[src/rtl/tmr_defines.svh]
`ifndef TMR_DEFINES_SVH
`define TMR_DEFINES_SVH

// register indices on the plain register port
`define TMR_ADDR_CTRLA 4'h0
`define TMR_ADDR_CTRLB 4'h1
`define TMR_ADDR_COUNT 4'h2
`define TMR_ADDR_CMPA 4'h3
`define TMR_ADDR_CMPB 4'h4
`define TMR_ADDR_CMPC 4'h5
`define TMR_ADDR_CAPTOP 4'h6
`define TMR_ADDR_STATUS 4'h7
`define TMR_ADDR_MASK 4'h8
`define TMR_ADDR_PORTCFG 4'h9

// field positions
`define TMR_ACT_A_MSB 7
`define TMR_ACT_STRIDE 2
`define TMR_MODE_LO_MSB 1
`define TMR_MODE_HI_MSB 4
`define TMR_MODE_HI_LSB 3
`define TMR_CLKSEL_MSB 2
`define TMR_STAT_OVF 0
`define TMR_STAT_MATCH_LSB 1
`define TMR_PORT_VAL_LSB 3

// reset values
`define TMR_CTRLA_RST 8'h00
`define TMR_CTRLB_RST 5'h00
`define TMR_WORD_RST 16'h0000
`define TMR_FLAGS_RST 4'h0
`define TMR_PORTCFG_RST 6'h00

// count limits
`define TMR_BOTTOM 16'h0000
`define TMR_MAX 16'hFFFF
`define TMR_TOP_8BIT 16'h00FF
`define TMR_TOP_9BIT 16'h01FF
`define TMR_TOP_10BIT 16'h03FF

// modes checked for a channel a toggle in pwm; 15 and 9 allow it, 14 never does
`define TMR_MODE_FAST_TOGGLE 4'hF
`define TMR_MODE_DUAL_TOGGLE0 4'h9
`define TMR_MODE_DUAL_TOGGLE1 4'hE

// prescaler selects and their divider masks
`define TMR_CS_STOP 3'h0
`define TMR_CS_DIV1 3'h1
`define TMR_CS_DIV8 3'h2
`define TMR_CS_DIV64 3'h3
`define TMR_CS_DIV256 3'h4
`define TMR_CS_DIV1024 3'h5
`define TMR_MASK_DIV8 10'h007
`define TMR_MASK_DIV64 10'h03F
`define TMR_MASK_DIV256 10'h0FF
`define TMR_MASK_DIV1024 10'h3FF

`endif

[src/rtl/tmr_pkg.sv]
package tmr_pkg;
   // counting family of the selected mode
   typedef enum logic [1:0] {
      CLS_NONPWM = 2'b00,
      CLS_FAST = 2'b01,
      CLS_DUAL = 2'b10
   } tmr_class_t;
   // point in the count where an update or flag happens
   typedef enum logic [1:0] {
      WH_IMM = 2'b00,
      WH_TOP = 2'b01,
      WH_BOT = 2'b10,
      WH_MAX = 2'b11
   } tmr_when_t;
endpackage : tmr_pkg

[src/rtl/tmr_out_unit.sv]
`timescale 1ns/1ps
`include "tmr_defines.svh"
module tmr_out_unit
   import tmr_pkg::*;
#(
   parameter bit IS_CHAN_A = 1'b0
)
(
   input wire logic clk,
   input wire logic nrst,
   input wire logic tick,
   input tmr_class_t cls,
   input wire logic [3:0] modeSel,
   input wire logic [1:0] action,
   input wire logic match,
   input wire logic atTop,
   input wire logic countUp,
   output logic level,
   output logic connected
);
   logic level_q; // compare output level
   logic level_d;
   logic toggleOk; // toggle action allowed in this mode

   // toggle is open to every channel outside pwm, only to channel a in modes 9 and 15 inside
   always_comb
   begin
      case (cls)
         CLS_FAST: toggleOk = IS_CHAN_A && (modeSel == `TMR_MODE_FAST_TOGGLE);
         CLS_DUAL: toggleOk = IS_CHAN_A && ((modeSel == `TMR_MODE_DUAL_TOGGLE0) ||
                                            (modeSel == `TMR_MODE_DUAL_TOGGLE1));
         default: toggleOk = 1'b1;
      endcase
      connected = (action != 2'b00) && !((action == 2'b01) && !toggleOk);
   end

   // waveform action per family
   always_comb
   begin
      level_d = level_q;
      if (tick && connected)
      begin
         case (cls)
            CLS_NONPWM:
            begin
               if (match)
                  level_d = action[1] ? action[0] : !level_q;
            end
            CLS_FAST:
            begin
               // top action wins over match at top
               if (atTop && action[1])
                  level_d = !action[0];
               else if (match)
                  level_d = action[1] ? action[0] : !level_q;
            end
            CLS_DUAL:
            begin
               if (match)
                  level_d = action[1] ? (countUp ? action[0] : !action[0]) : !level_q;
            end
            // unused family code leaves the level alone
            default: level_d = level_q;
         endcase
      end
   end

   // level register
   always_ff @(posedge clk)
   begin
      if (!nrst)
         level_q <= 1'b0;
      else
         level_q <= level_d;
   end

   assign level = level_q;
endmodule : tmr_out_unit

[src/rtl/tmr_prescaler.sv]
`timescale 1ns/1ps
`include "tmr_defines.svh"
module tmr_prescaler
(
   input wire logic clk,
   input wire logic nrst,
   input wire logic [2:0] clkSel,
   output logic tick
);
   logic [9:0] div_q; // free divider, held at zero while stopped
   logic [9:0] div_d;

   // divider advances only while a source is selected
   always_comb
   begin
      div_d = (clkSel == `TMR_CS_STOP) ? 10'h000 : 10'(div_q + 10'h001);
   end

   // one-cycle enable at the selected rate
   always_comb
   begin
      case (clkSel)
         `TMR_CS_STOP: tick = 1'b0;
         `TMR_CS_DIV1: tick = 1'b1;
         `TMR_CS_DIV8: tick = ((div_q & `TMR_MASK_DIV8) == `TMR_MASK_DIV8);
         `TMR_CS_DIV64: tick = ((div_q & `TMR_MASK_DIV64) == `TMR_MASK_DIV64);
         `TMR_CS_DIV256: tick = ((div_q & `TMR_MASK_DIV256) == `TMR_MASK_DIV256);
         `TMR_CS_DIV1024: tick = ((div_q & `TMR_MASK_DIV1024) == `TMR_MASK_DIV1024);
         // external pin clocking is not built here, so it stops the count
         default: tick = 1'b0;
      endcase
   end

   // divider register
   always_ff @(posedge clk)
   begin
      if (!nrst)
         div_q <= 10'h000;
      else
         div_q <= div_d;
   end
endmodule : tmr_prescaler

[src/rtl/tmr_wave_ctrl.sv]
`timescale 1ns/1ps
`include "tmr_defines.svh"
module tmr_wave_ctrl
   import tmr_pkg::*;
(
   input wire logic clk,
   input wire logic nrst,
   input wire logic [3:0] regAddr,
   input wire logic [15:0] regWrData,
   input wire logic regWr,
   input wire logic regRd,
   output logic [15:0] regRdData,
   output logic [2:0] cmpPinOut,
   output logic [2:0] cmpPinOe,
   output logic [2:0] cmpOverride,
   output logic irq
);
   logic [7:0] ctrlA_q; // output actions and low mode bits
   logic [7:0] ctrlA_d;
   logic [4:0] ctrlB_q; // high mode bits and clock select
   logic [4:0] ctrlB_d;
   logic [15:0] capTop_q; // software-written top for capture modes
   logic [15:0] capTop_d;
   logic [3:0] mask_q; // interrupt mask, same layout as status
   logic [3:0] mask_d;
   logic [5:0] portCfg_q; // pin directions and plain port levels
   logic [5:0] portCfg_d;
   logic [2:0][15:0] cmpBuf_q; // compare values as written
   logic [2:0][15:0] cmpBuf_d;
   logic [2:0][15:0] cmpAct_q; // compare values in use
   logic [2:0][15:0] cmpAct_d;
   logic [15:0] cnt_q; // counter value
   logic [15:0] cnt_d;
   logic dirUp_q; // dual-slope direction
   logic dirUp_d;
   logic [3:0] status_q; // sticky overflow and match flags
   logic [3:0] status_d;
   logic [15:0] rdData_q;
   logic [15:0] rdData_d;
   logic [2:0] pinOut_q;
   logic [2:0] pinOut_d;
   logic [2:0] pinOe_q;
   logic [2:0] pinOe_d;
   logic [2:0] ovr_q;
   logic [2:0] ovr_d;
   logic irq_q;
   logic irq_d;
   logic [3:0] modeSel; // four-bit waveform mode
   tmr_class_t cls;
   tmr_when_t updAt; // when compare values load
   tmr_when_t tovAt; // when overflow flag sets
   logic [15:0] topVal;
   logic tick; // prescaled count enable
   logic atTop;
   logic atBottom;
   logic effUp; // direction seen by the compare units
   logic [2:0] match;
   logic [2:0] lvl;
   logic [2:0] conn;
   logic [3:0] evSet;
   logic [3:0] evClr;

   assign modeSel = {ctrlB_q[`TMR_MODE_HI_MSB:`TMR_MODE_HI_LSB],
                     ctrlA_q[`TMR_MODE_LO_MSB:0]};

   // mode decode
   always_comb
   begin
      unique case (modeSel)
         4'h1, 4'h2, 4'h3, 4'h8, 4'h9, 4'hA, 4'hB: cls = CLS_DUAL;
         4'h5, 4'h6, 4'h7, 4'hE, 4'hF: cls = CLS_FAST;
         // reserved 13 simply counts like normal mode
         4'h0, 4'h4, 4'hC, 4'hD: cls = CLS_NONPWM;
      endcase
      unique case (modeSel)
         4'h0, 4'hD: topVal = `TMR_MAX;
         4'h1, 4'h5: topVal = `TMR_TOP_8BIT;
         4'h2, 4'h6: topVal = `TMR_TOP_9BIT;
         4'h3, 4'h7: topVal = `TMR_TOP_10BIT;
         4'h4, 4'h9, 4'hB, 4'hF: topVal = cmpAct_q[0];
         4'h8, 4'hA, 4'hC, 4'hE: topVal = capTop_q;
      endcase
      if (cls == CLS_NONPWM)
         updAt = WH_IMM;
      else if ((modeSel == 4'h8) || (modeSel == 4'h9))
         updAt = WH_BOT;
      else
         updAt = WH_TOP;
      if (cls == CLS_NONPWM)
         tovAt = WH_MAX;
      else if (cls == CLS_FAST)
         tovAt = WH_TOP;
      else
         tovAt = WH_BOT;
   end

   assign atTop = (cnt_q == topVal);
   assign atBottom = (cnt_q == `TMR_BOTTOM);
   // the turning points count as the slope being entered
   assign effUp = atBottom ? 1'b1 : (atTop ? 1'b0 : dirUp_q);

   // prescaled enable
   tmr_prescaler uPresc (
      .clk(clk),
      .nrst(nrst),
      .clkSel(ctrlB_q[`TMR_CLKSEL_MSB:0]),
      .tick(tick)
   );

   // one output unit per channel
   for (genvar i = 0; i < 3; i++)
   begin : gChan
      assign match[i] = tick && (cnt_q == cmpAct_q[i]);
      tmr_out_unit #(.IS_CHAN_A(i == 0)) uOut (
         .clk(clk),
         .nrst(nrst),
         .tick(tick),
         .cls(cls),
         .modeSel(modeSel),
         .action(ctrlA_q[`TMR_ACT_A_MSB - `TMR_ACT_STRIDE * i -: 2]),
         .match(match[i]),
         .atTop(atTop),
         .countUp(effUp),
         .level(lvl[i]),
         .connected(conn[i])
      );
   end

   // software-written configuration
   always_comb
   begin
      ctrlA_d = ctrlA_q;
      ctrlB_d = ctrlB_q;
      capTop_d = capTop_q;
      mask_d = mask_q;
      portCfg_d = portCfg_q;
      cmpBuf_d = cmpBuf_q;
      if (regWr)
      begin
         case (regAddr)
            `TMR_ADDR_CTRLA: ctrlA_d = regWrData[7:0];
            `TMR_ADDR_CTRLB: ctrlB_d = regWrData[4:0];
            `TMR_ADDR_CMPA: cmpBuf_d[0] = regWrData;
            `TMR_ADDR_CMPB: cmpBuf_d[1] = regWrData;
            `TMR_ADDR_CMPC: cmpBuf_d[2] = regWrData;
            `TMR_ADDR_CAPTOP: capTop_d = regWrData;
            `TMR_ADDR_MASK: mask_d = regWrData[3:0];
            `TMR_ADDR_PORTCFG: portCfg_d = regWrData[5:0];
            // other addresses hold no configuration
            default: ;
         endcase
      end
   end

   always_ff @(posedge clk)
   begin
      if (!nrst)
      begin
         ctrlA_q <= `TMR_CTRLA_RST;
         ctrlB_q <= `TMR_CTRLB_RST;
         capTop_q <= `TMR_WORD_RST;
         mask_q <= `TMR_FLAGS_RST;
         portCfg_q <= `TMR_PORTCFG_RST;
         cmpBuf_q <= '0;
      end
      else
      begin
         ctrlA_q <= ctrlA_d;
         ctrlB_q <= ctrlB_d;
         capTop_q <= capTop_d;
         mask_q <= mask_d;
         portCfg_q <= portCfg_d;
         cmpBuf_q <= cmpBuf_d;
      end
   end

   // counting sequence; a software write beats the tick
   always_comb
   begin
      cnt_d = cnt_q;
      dirUp_d = (cls == CLS_DUAL) ? dirUp_q : 1'b1;
      if (tick)
      begin
         if (cls != CLS_DUAL)
            cnt_d = atTop ? `TMR_BOTTOM : 16'(cnt_q + 16'h0001);
         else if (dirUp_q && !atTop)
            cnt_d = 16'(cnt_q + 16'h0001);
         else if (dirUp_q)
         begin
            dirUp_d = 1'b0;
            cnt_d = 16'(cnt_q - 16'h0001);
         end
         else if (!atBottom)
            cnt_d = 16'(cnt_q - 16'h0001);
         else
         begin
            dirUp_d = 1'b1;
            cnt_d = 16'(cnt_q + 16'h0001);
         end
      end
      if (regWr && (regAddr == `TMR_ADDR_COUNT))
         cnt_d = regWrData;
   end

   always_ff @(posedge clk)
   begin
      if (!nrst)
      begin
         cnt_q <= `TMR_WORD_RST;
         dirUp_q <= 1'b1;
      end
      else
      begin
         cnt_q <= cnt_d;
         dirUp_q <= dirUp_d;
      end
   end

   // compare values in use; buffering avoids glitched pwm periods
   always_comb
   begin
      cmpAct_d = cmpAct_q;
      if ((updAt == WH_IMM) ||
          (tick && (updAt == WH_TOP) && atTop) ||
          (tick && (updAt == WH_BOT) && atBottom))
         cmpAct_d = cmpBuf_q;
   end

   always_ff @(posedge clk)
   begin
      if (!nrst)
         cmpAct_q <= '0;
      else
         cmpAct_q <= cmpAct_d;
   end

   // sticky flags, write one to clear, a new event beats the clear
   always_comb
   begin
      case (tovAt)
         WH_MAX: evSet[`TMR_STAT_OVF] = tick && (cnt_q == `TMR_MAX);
         WH_TOP: evSet[`TMR_STAT_OVF] = tick && atTop;
         default: evSet[`TMR_STAT_OVF] = tick && atBottom && !dirUp_q;
      endcase
      evSet[3:`TMR_STAT_MATCH_LSB] = match;
      evClr = (regWr && (regAddr == `TMR_ADDR_STATUS)) ? regWrData[3:0] : 4'h0;
      status_d = (status_q & ~evClr) | evSet;
      irq_d = |(status_d & mask_d);
   end

   always_ff @(posedge clk)
   begin
      if (!nrst)
         status_q <= `TMR_FLAGS_RST;
      else
         status_q <= status_d;
   end

   // read data stand one cycle, zero otherwise
   always_comb
   begin
      rdData_d = 16'h0000;
      if (regRd)
      begin
         case (regAddr)
            `TMR_ADDR_CTRLA: rdData_d = {8'h00, ctrlA_q};
            `TMR_ADDR_CTRLB: rdData_d = {11'h000, ctrlB_q};
            `TMR_ADDR_COUNT: rdData_d = cnt_q;
            `TMR_ADDR_CMPA: rdData_d = cmpBuf_q[0];
            `TMR_ADDR_CMPB: rdData_d = cmpBuf_q[1];
            `TMR_ADDR_CMPC: rdData_d = cmpBuf_q[2];
            `TMR_ADDR_CAPTOP: rdData_d = capTop_q;
            `TMR_ADDR_STATUS: rdData_d = {12'h000, status_q};
            `TMR_ADDR_MASK: rdData_d = {12'h000, mask_q};
            `TMR_ADDR_PORTCFG: rdData_d = {10'h000, portCfg_q};
            // unmapped reads answer zero
            default: rdData_d = 16'h0000;
         endcase
      end
   end

   // pin drive: compare level when taken over, plain port value otherwise
   always_comb
   begin
      ovr_d = conn;
      pinOut_d = (conn & lvl) | (~conn & portCfg_q[5:`TMR_PORT_VAL_LSB]);
      pinOe_d = portCfg_q[2:0];
   end

   always_ff @(posedge clk)
   begin
      if (!nrst)
      begin
         rdData_q <= 16'h0000;
         ovr_q <= 3'h0;
         pinOut_q <= 3'h0;
         pinOe_q <= 3'h0;
         irq_q <= 1'b0;
      end
      else
      begin
         rdData_q <= rdData_d;
         ovr_q <= ovr_d;
         pinOut_q <= pinOut_d;
         pinOe_q <= pinOe_d;
         irq_q <= irq_d;
      end
   end

   assign regRdData = rdData_q;
   assign cmpPinOut = pinOut_q;
   assign cmpPinOe = pinOe_q;
   assign cmpOverride = ovr_q;
   assign irq = irq_q;
endmodule : tmr_wave_ctrl

[config.mk]
export PLATFORM = sky130hd
export DESIGN_NAME = tmr_wave_ctrl
export DESIGN_NICKNAME = d
export VERILOG_FILES = /design/src/rtl/tmr_pkg.sv /design/src/rtl/tmr_out_unit.sv /design/src/rtl/tmr_prescaler.sv /design/src/rtl/tmr_wave_ctrl.sv
export VERILOG_INCLUDE_DIRS = /design/src /design/src/rtl
export SDC_FILE = /design/constraint.sdc
export NUM_CORES = 1
export LEC_CHECK = 0
export BUFFER_PORTS_ARGS = -buffer_cell sky130_fd_sc_hd__buf_2
export CAP_MARGIN = 20
export CORE_UTILIZATION = 60
export DETAILED_ROUTE_END_ITERATION = 10
export PLACE_DENSITY = 0.79
export SYNTH_ARGS = -nofsm -noshare
export SYNTH_HDL_FRONTEND = slang
export SYNTH_SLANG_ARGS = --single-unit
[constraint.sdc]
create_clock -name clk -period 9.8 [get_ports clk]
set_clock_uncertainty 0.05 [all_clocks]
set_input_delay 1.47 -clock clk [delete_from_list [all_inputs] [get_ports clk]]
set_output_delay 1.47 -clock clk [all_outputs]
set_load 0.01 [all_outputs]
; Word-level counts from Yosys, hierarchy flattened
; Memory sizes are Yosys's and may differ from the RTL's.
; Index checks and enable logic that the tools add are counted.
[word_totals]
register_bits = 195
rom_bits = 32
inputBits = 24
out_inout_bits = 26
mem_count = 1
word_cells = 208
[classes]
muxes = 48
add_sub_neg = 3
n_eq_ne = 51
n_bitwise = 9
n_reduce_logical = 73
[mem_list]
columns = name, words, word_bits, rd, rd_ports_with_merged_regs, wr, line
row1 = (no name shown), 16, 2, 1, 0, 0, tmr_wave_ctrl.sv:69  ; unique case (modeSel)
[ops]
columns = operator, n
row1 = $pmux W16 S10, 1
row2 = $mux W16, 7
row3 = $pmux W16 S6, 1
row4 = $eq A16 B16 Y1, 4
row5 = $eq A4 B4 Y1 const B, 10
row6 = $eq A4 B3 Y1 const B, 8
row7 = $logic_and A1 B1 Y1, 26
row8 = $mux W1, 26
row9 = $add A16 B1 Y16 const B, 1
row10 = $eq A16 B16 Y1 const B, 1
row11 = $eq A4 B2 Y1 const B, 4
row12 = $logic_not A16 Y1, 1
row13 = $reduce_and A2 Y1, 8
row14 = $sub A16 B1 Y16 const B, 1
row15 = $eq A2 B1 Y1 const B, 6
row16 = $logic_not A1 Y1, 12
row17 = $mux W4, 3
row18 = $reduce_or A2 Y1, 6
row19 = $reduce_or A4 Y1, 3
row20 = $add A10 B1 Y10 const B, 1
row21 = $eq A10 B10 Y1 const B, 1
row22 = $eq A3 B3 Y1 const B, 3
row23 = $pmux W1 S3, 3
row24 = $reduce_and A3 Y1, 3
row25 = 24 further kinds, 44

; Longest topological paths before layout
[depth]
word_depth = 10
depth_mapped = 18
depth_no_buf = 14

; By module
; Synthesis repeated with hierarchy kept, for this count alone.
[unflattened]
hier_cells = 1350
hier_area_um2 = 10535.1
[modules_own_cells]
columns = module, seq_area_each_um2, area_each_um2, cells_each, n_inst
row1 = tmr_wave_ctrl, 3643.5, 9366.5, 1210, 1
row2 = tmr_prescaler, 200.2, 483.0, 52, 1
row3 = tmr_out_unit at gChan[1].uOut ..., 20.0, 201.4, 25, 2
row4 = tmr_out_unit at gChan[0].uOut, 20.0, 282.8, 38, 1

; Worst setup path before layout
; Ideal clock, no wire load.
[synth_path]
kind = in2reg
start = input port regAddr[0]
end = register cnt_q[8]
setup_time_ns = 0.122
required_time_ns = 9.628
n_path_buf = 1
setup_slack_ns = 6.401
stages = 9
arrival_ns = 3.227
cell_sequence = nand2b_1 -> nor3_1 -> and2_1 -> clkbuf_1 -> nor2_1 -> nand2_1 -> a21oi_1 -> a31o_2 -> a221o_1
[synth_via]
elab_chain_cells = 3
word_cells_on_any_way = 4
classes_between = eq/ne: 1 / mux: 1 / reduce/logical: 2
[synth_rtl]
columns = item, line
row1 = from (decl), tmr_wave_ctrl.sv:8  ; input wire logic [3:0] regAddr,
row2 = $eq A4 B2 Y1 (*), --
row3 = $logic_and A1 B1 Y1 (*), tmr_wave_ctrl.sv:201  ; if (regWr && (regAddr == `TMR_ADDR_COUNT))
row4 = $mux W16 / $reduce_bool A2 Y1 (equally long branches), --
row5 = to (signal assigned), tmr_wave_ctrl.sv:209  ; cnt_q <= `TMR_WORD_RST;
row6 = to (signal assigned), tmr_wave_ctrl.sv:214  ; cnt_q <= cnt_d;
row7 = to (decl), tmr_wave_ctrl.sv:32  ; logic [15:0] cnt_q;
; Every way passes the cells marked *; elsewhere a longest branch is shown, timed or not.
; A chain may end at the register's enable or synchronous reset.

; Worst setup path after layout
[layout_path]
start = register ctrlB_q[3]
end = register cnt_q[8]
[layout_via]
elab_chain_cells = 10
word_cells_on_any_way = 33
classes_between = eq/ne: 17 / mux: 6 / reduce/logical: 9 / memory: 1
[layout_rtl]
columns = item, line
row1 = from (decl), tmr_wave_ctrl.sv:20  ; logic [4:0] ctrlB_q;
row2 = from (signal assigned), tmr_wave_ctrl.sv:160  ; ctrlB_q <= `TMR_CTRLB_RST;
row3 = from (signal assigned), tmr_wave_ctrl.sv:169  ; ctrlB_q <= ctrlB_d;
row4 = $eq A4 B4 Y1 (tied with other cells), tmr_wave_ctrl.sv:75  ; unique case (modeSel)
row5 = $reduce_or A4 Y1 / $reduce_or A2 Y1 (equally long branches), tmr_wave_ctrl.sv:75
row6 = $pmux W16 S6, tmr_wave_ctrl.sv:75
row7 = $eq A16 B16 Y1, tmr_wave_ctrl.sv:97  ; assign atTop = (cnt_q == topVal);
row8 = $logic_not A1 Y1, tmr_wave_ctrl.sv:186  ; else if (dirUp_q && !atTop)
row9 = $logic_and A1 B1 Y1, tmr_wave_ctrl.sv:186
row10 = $mux W16, tmr_wave_ctrl.sv:186
row11 = $mux W16 (*), tmr_wave_ctrl.sv:184  ; if (cls != CLS_DUAL)
row12 = $mux W16 (*), tmr_wave_ctrl.sv:182  ; if (tick)
row13 = $mux W16 (*), tmr_wave_ctrl.sv:201
; Every way passes the cells marked *; elsewhere a longest branch is shown, timed or not. The select of a mux whose other input is x is not followed.

==> results.py <==
metrics = {
    "clocking": {
        "clk_pin_slew_worst_paths_ps": 80,
        "cts_setup_buffers": 0,
        "clock_latency_ps": 440,
        "ctsHoldBuffers": 0,
        "clockRootBuffer": "clkbuf_16",
        "cts_buffers": 17,
        "cts_resized": 0,
        "clockBufferDepth": 2,
        "cts_tree": "yes",
        "cts_max_level": 4,
        "cts.sinks": 195,
    },
    "die": {
        "core_sq_mm": 0.01748,
        "dieWidth_um": 136.7,
        "io_pins": 50,
        "rows": 48,
        "die-area_sq_mm": 0.01869,
        "start_util_pct": 62.29,
        "die_h_um": 136.7,
    },
    "synth": {
        "synth_edf_count": 0,
        "syn_nets": 1455,
        "synth.avg_cell_area_sq_um": 7.644,
        "seq_area_frac_synth_pct": 35.86,
        "synth-main-ff-cell": "dfxtp_1",
        "ys_seq_elements": 195,
        "ys_warn_count": 0,
        "synth_cell_types": 76,
        "syn_area_sq_mm": 0.01089,
        "ys_async_sr_fraction_pct": 0,
        "synthesis.instances": 1424,
    },
    "timing": {
        "finalCriticalPeriod_ps": 4348,
        "rsz0062_at_grt": "no",
        "finalHoldViolCount": 0,
        "finalMaxSlewViolations": 0,
        "max_slew.worst_pin.slew_ps": 1107,
        "fin_crit_sh_pct": 44.37,
        "setup_viol": 0,
        "slew_headroom_pct": 25.60,
        "fmax_mhz": 230.0,
        "tns_ps": 0,
    },
    "route": {
        "finalWirelength_um": 33990,
        "ant_nets": 0,
        "vias": 10630,
        "wl_per_cell_um": 21.03,
        "drtIter0Drc": 1408,
        "drc": 0,
        "firstDrtPassIters": 6,
        "routed_via_density": 6.577,
    },
    "worst_setup_path": {
        "path_max_fanout": 21,
        "worstSetupStartpoint": "ctrlB_q[3]",
        "rr_endpoint": "cnt_q[8]",
        "crit_type": "reg -> reg",
        "r2r_start": "ctrlB_q[3]",
        "cp.arrival_ps": 4620,
        "critPathCaptureType": "register",
        "r2r_setup_slack_ps": 5450,
        "worst_setup_path_start_kind": "register",
        "worst_r2r_path_depth": 9,
        "required_ps": 10070,
    },
    "power_and_ir_drop": {
        "power_frac_clock_pct": 42.6,
        "sw_frac_of_total_pct": 28.14,
        "p_switching_mw": 0.4664,
        "irDropWorstVdd_v": 0.0001360,
        "p_int_mw": 1.191,
        "seqPwrFrac_pct": 49.2,
        "leakagePower_nw": 4.201,
        "finalPower_mw": 1.657,
        "combPwrFrac_pct": 8.2,
        "power_density_mw_per_mm2": 142.8,
    },
    "cells_and_area": {
        "drive_gt1_share_pct": 7.908,
        "most-common-layout-cells": "nand2_1, dfxtp_1, nand3_1",
        "syn_to_final_growth_pct": 6.643,
        "layout.cells.non_filler": 1616,
        "seq_area_sq_mm": 0.003904,
        "multi_input_comb_area_sq_mm": 0.006384,
        "fill_cells": 1509,
        "n_antenna_cell": 0,
        "mostFrequentLayoutCell": "nand2_1",
        "nets": 1409,
    },
    "min_path": {
        "hold_start": "uPresc.div_q[0]",
        "hp-class": "reg -> reg",
        "hold_end": "uPresc.div_q[0]",
        "hold_path_depth": 1,
    },
    "global_routing": {
        "grt_use_total_pct": 37.56,
        "grt_max_degree": 118,
        "antenna_found_initial": 0,
        "grt_overflow": 0,
        "grt_first_pass_wirelength_um": 53480,
        "grt_pass1_vias": 9500,
    },
    "placement": {
        "dpl.hpwl_um": 23470,
        "placed_cells": 1584,
        "gp_congestion": 0.9787,
        "io_buffers": 49,
    },
    "run_status": {
        "status": "completed",
    },
    "flow_run": {
        "cap_violations": 0,
    },
}
-- worst max-delay path by stage --
stage	endpoint	slack (ps)	depth (start not counted)
2_1_floorplan	cnt_q[8]	6400	9
3_3_place_gp	cnt_q[8]	5640	9
3_5_place_dp	cnt_q[8]	5550	9
4_1_cts	cnt_q[8]	5570	9
5_1_grt	cnt_q[8]	5220	9
6_report	cnt_q[8]	5450	9
-- per-layer routing --
metal / vias up / wire length [um] / global-route usage [%]
met4: 0 / 1210 / 15.37
met5: - / 0 / 0
met1: 5005 / 14400 / 52.36
li1: 4965 / - / -
met2: 562 / 15040 / 56.85
met3: 97 / 3333 / 6.852
-- worst max-delay path, stage by stage (launching register included) --
cell      delay, ps
dfxtp_1         830
or3b_1          520
o21a_1          240
o221ai_2        210
nand2_1          90
nor4_1          600
and3_1          710
a21oi_1         400
a31o_2          290
a221o_1         280
-- Yosys cell counts, types with 5 or more instances --
cell         n  area (sq um)
dfxtp_1    195          3904
nor2_1      78         292.8
clkbuf_1    97         364.1
nand4_1     16         100.1
o2111ai_1    5         43.79
xor2_1      53         464.2
buf_1       12         45.04
o31ai_1     12         90.09
mux2i_1     25         250.2
a211o_1      5         43.79
o21ai_0     86         430.4
a221o_1      7         70.07
buf_2       15         75.07
and2_1      12         75.07
a21boi_0    75         563.0
and3_1      15         93.84
a21oi_1     35         175.2
a31oi_1     28         175.2
inv_1       27         101.4
a211oi_1     6         45.04
a22oi_1     38         285.3
a2111oi_0    5         43.79
nor2b_1     39         244.0
o21a_1       6         45.04
xnor2_1      9         78.83
or3_1        8         50.05
nand2_1    250         938.4
nand3_1     90         450.4
nor3_1      30         150.1
o211ai_1    17         127.6
ha_1         7         87.58
nand2b_1    18         112.6
nor4_1      21         131.4
-- logic make-up after synthesis --
group	share of synthesized area, %
buffers and inverters	5.655
flip-flops	35.86
adder cells (fa/ha/maj)	0.8046
multiplexers	2.713
AO/OA/AOI/OAI	23.82
XOR/XNOR	4.989
AND/OR/NAND/NOR	26.16
-- cell type report --
type,count,share of cell area (%)
timing repair buffer,61,2.921
tap,225,2.425
clock inverter,14,1.315
inverter,29,0.9377
clock buffer,18,3.783
multi-input combinational,1074,54.99
sequential,195,33.63
-- power groups by stage --
stage	clock [mW]	sequential [mW]	combinational, mW
4_1_cts	0.712	0.815	0.133
2_1_floorplan	0	0.823	0.0946
3_5_place_dp	0	0.833	0.133
6_report	0.705	0.815	0.137
5_1_grt	0.749	0.816	0.147
3_3_place_gp	0	0.833	0.131
-- flip-flops by register name, indices dropped and copies added (netlist names) --
signal	count
gChan.uOut.level	3
status_q	4
cmpBuf_q	48
regRdData	16
cmpAct_q	48
cmpPinOut	3
cnt_q	16
dirUp_q	1
portCfg_q	6
uPresc.div_q	10
cmpOverride	3
capTop_q	16
cmpPinOe	3
irq	1
mask_q	4
ctrlB_q	5
ctrlA_q	8
-- metrics by stage --
step           hold slack [ps]  worst slack, ps  utilization (%)  area [sq um]
4_1_cts                  416.4             5572            66.42         11610
3_3_place_gp             391.7             5644            63.01         11010
5_1_grt                  444.9             5224            66.42         11610
2_1_floorplan            375.8             6401                -         10890
6_report                 414.7             5452            66.42         11610
3_5_place_dp             397.3             5552            63.04         11020
No activity file was read; power rests on OpenSTA's default activity.
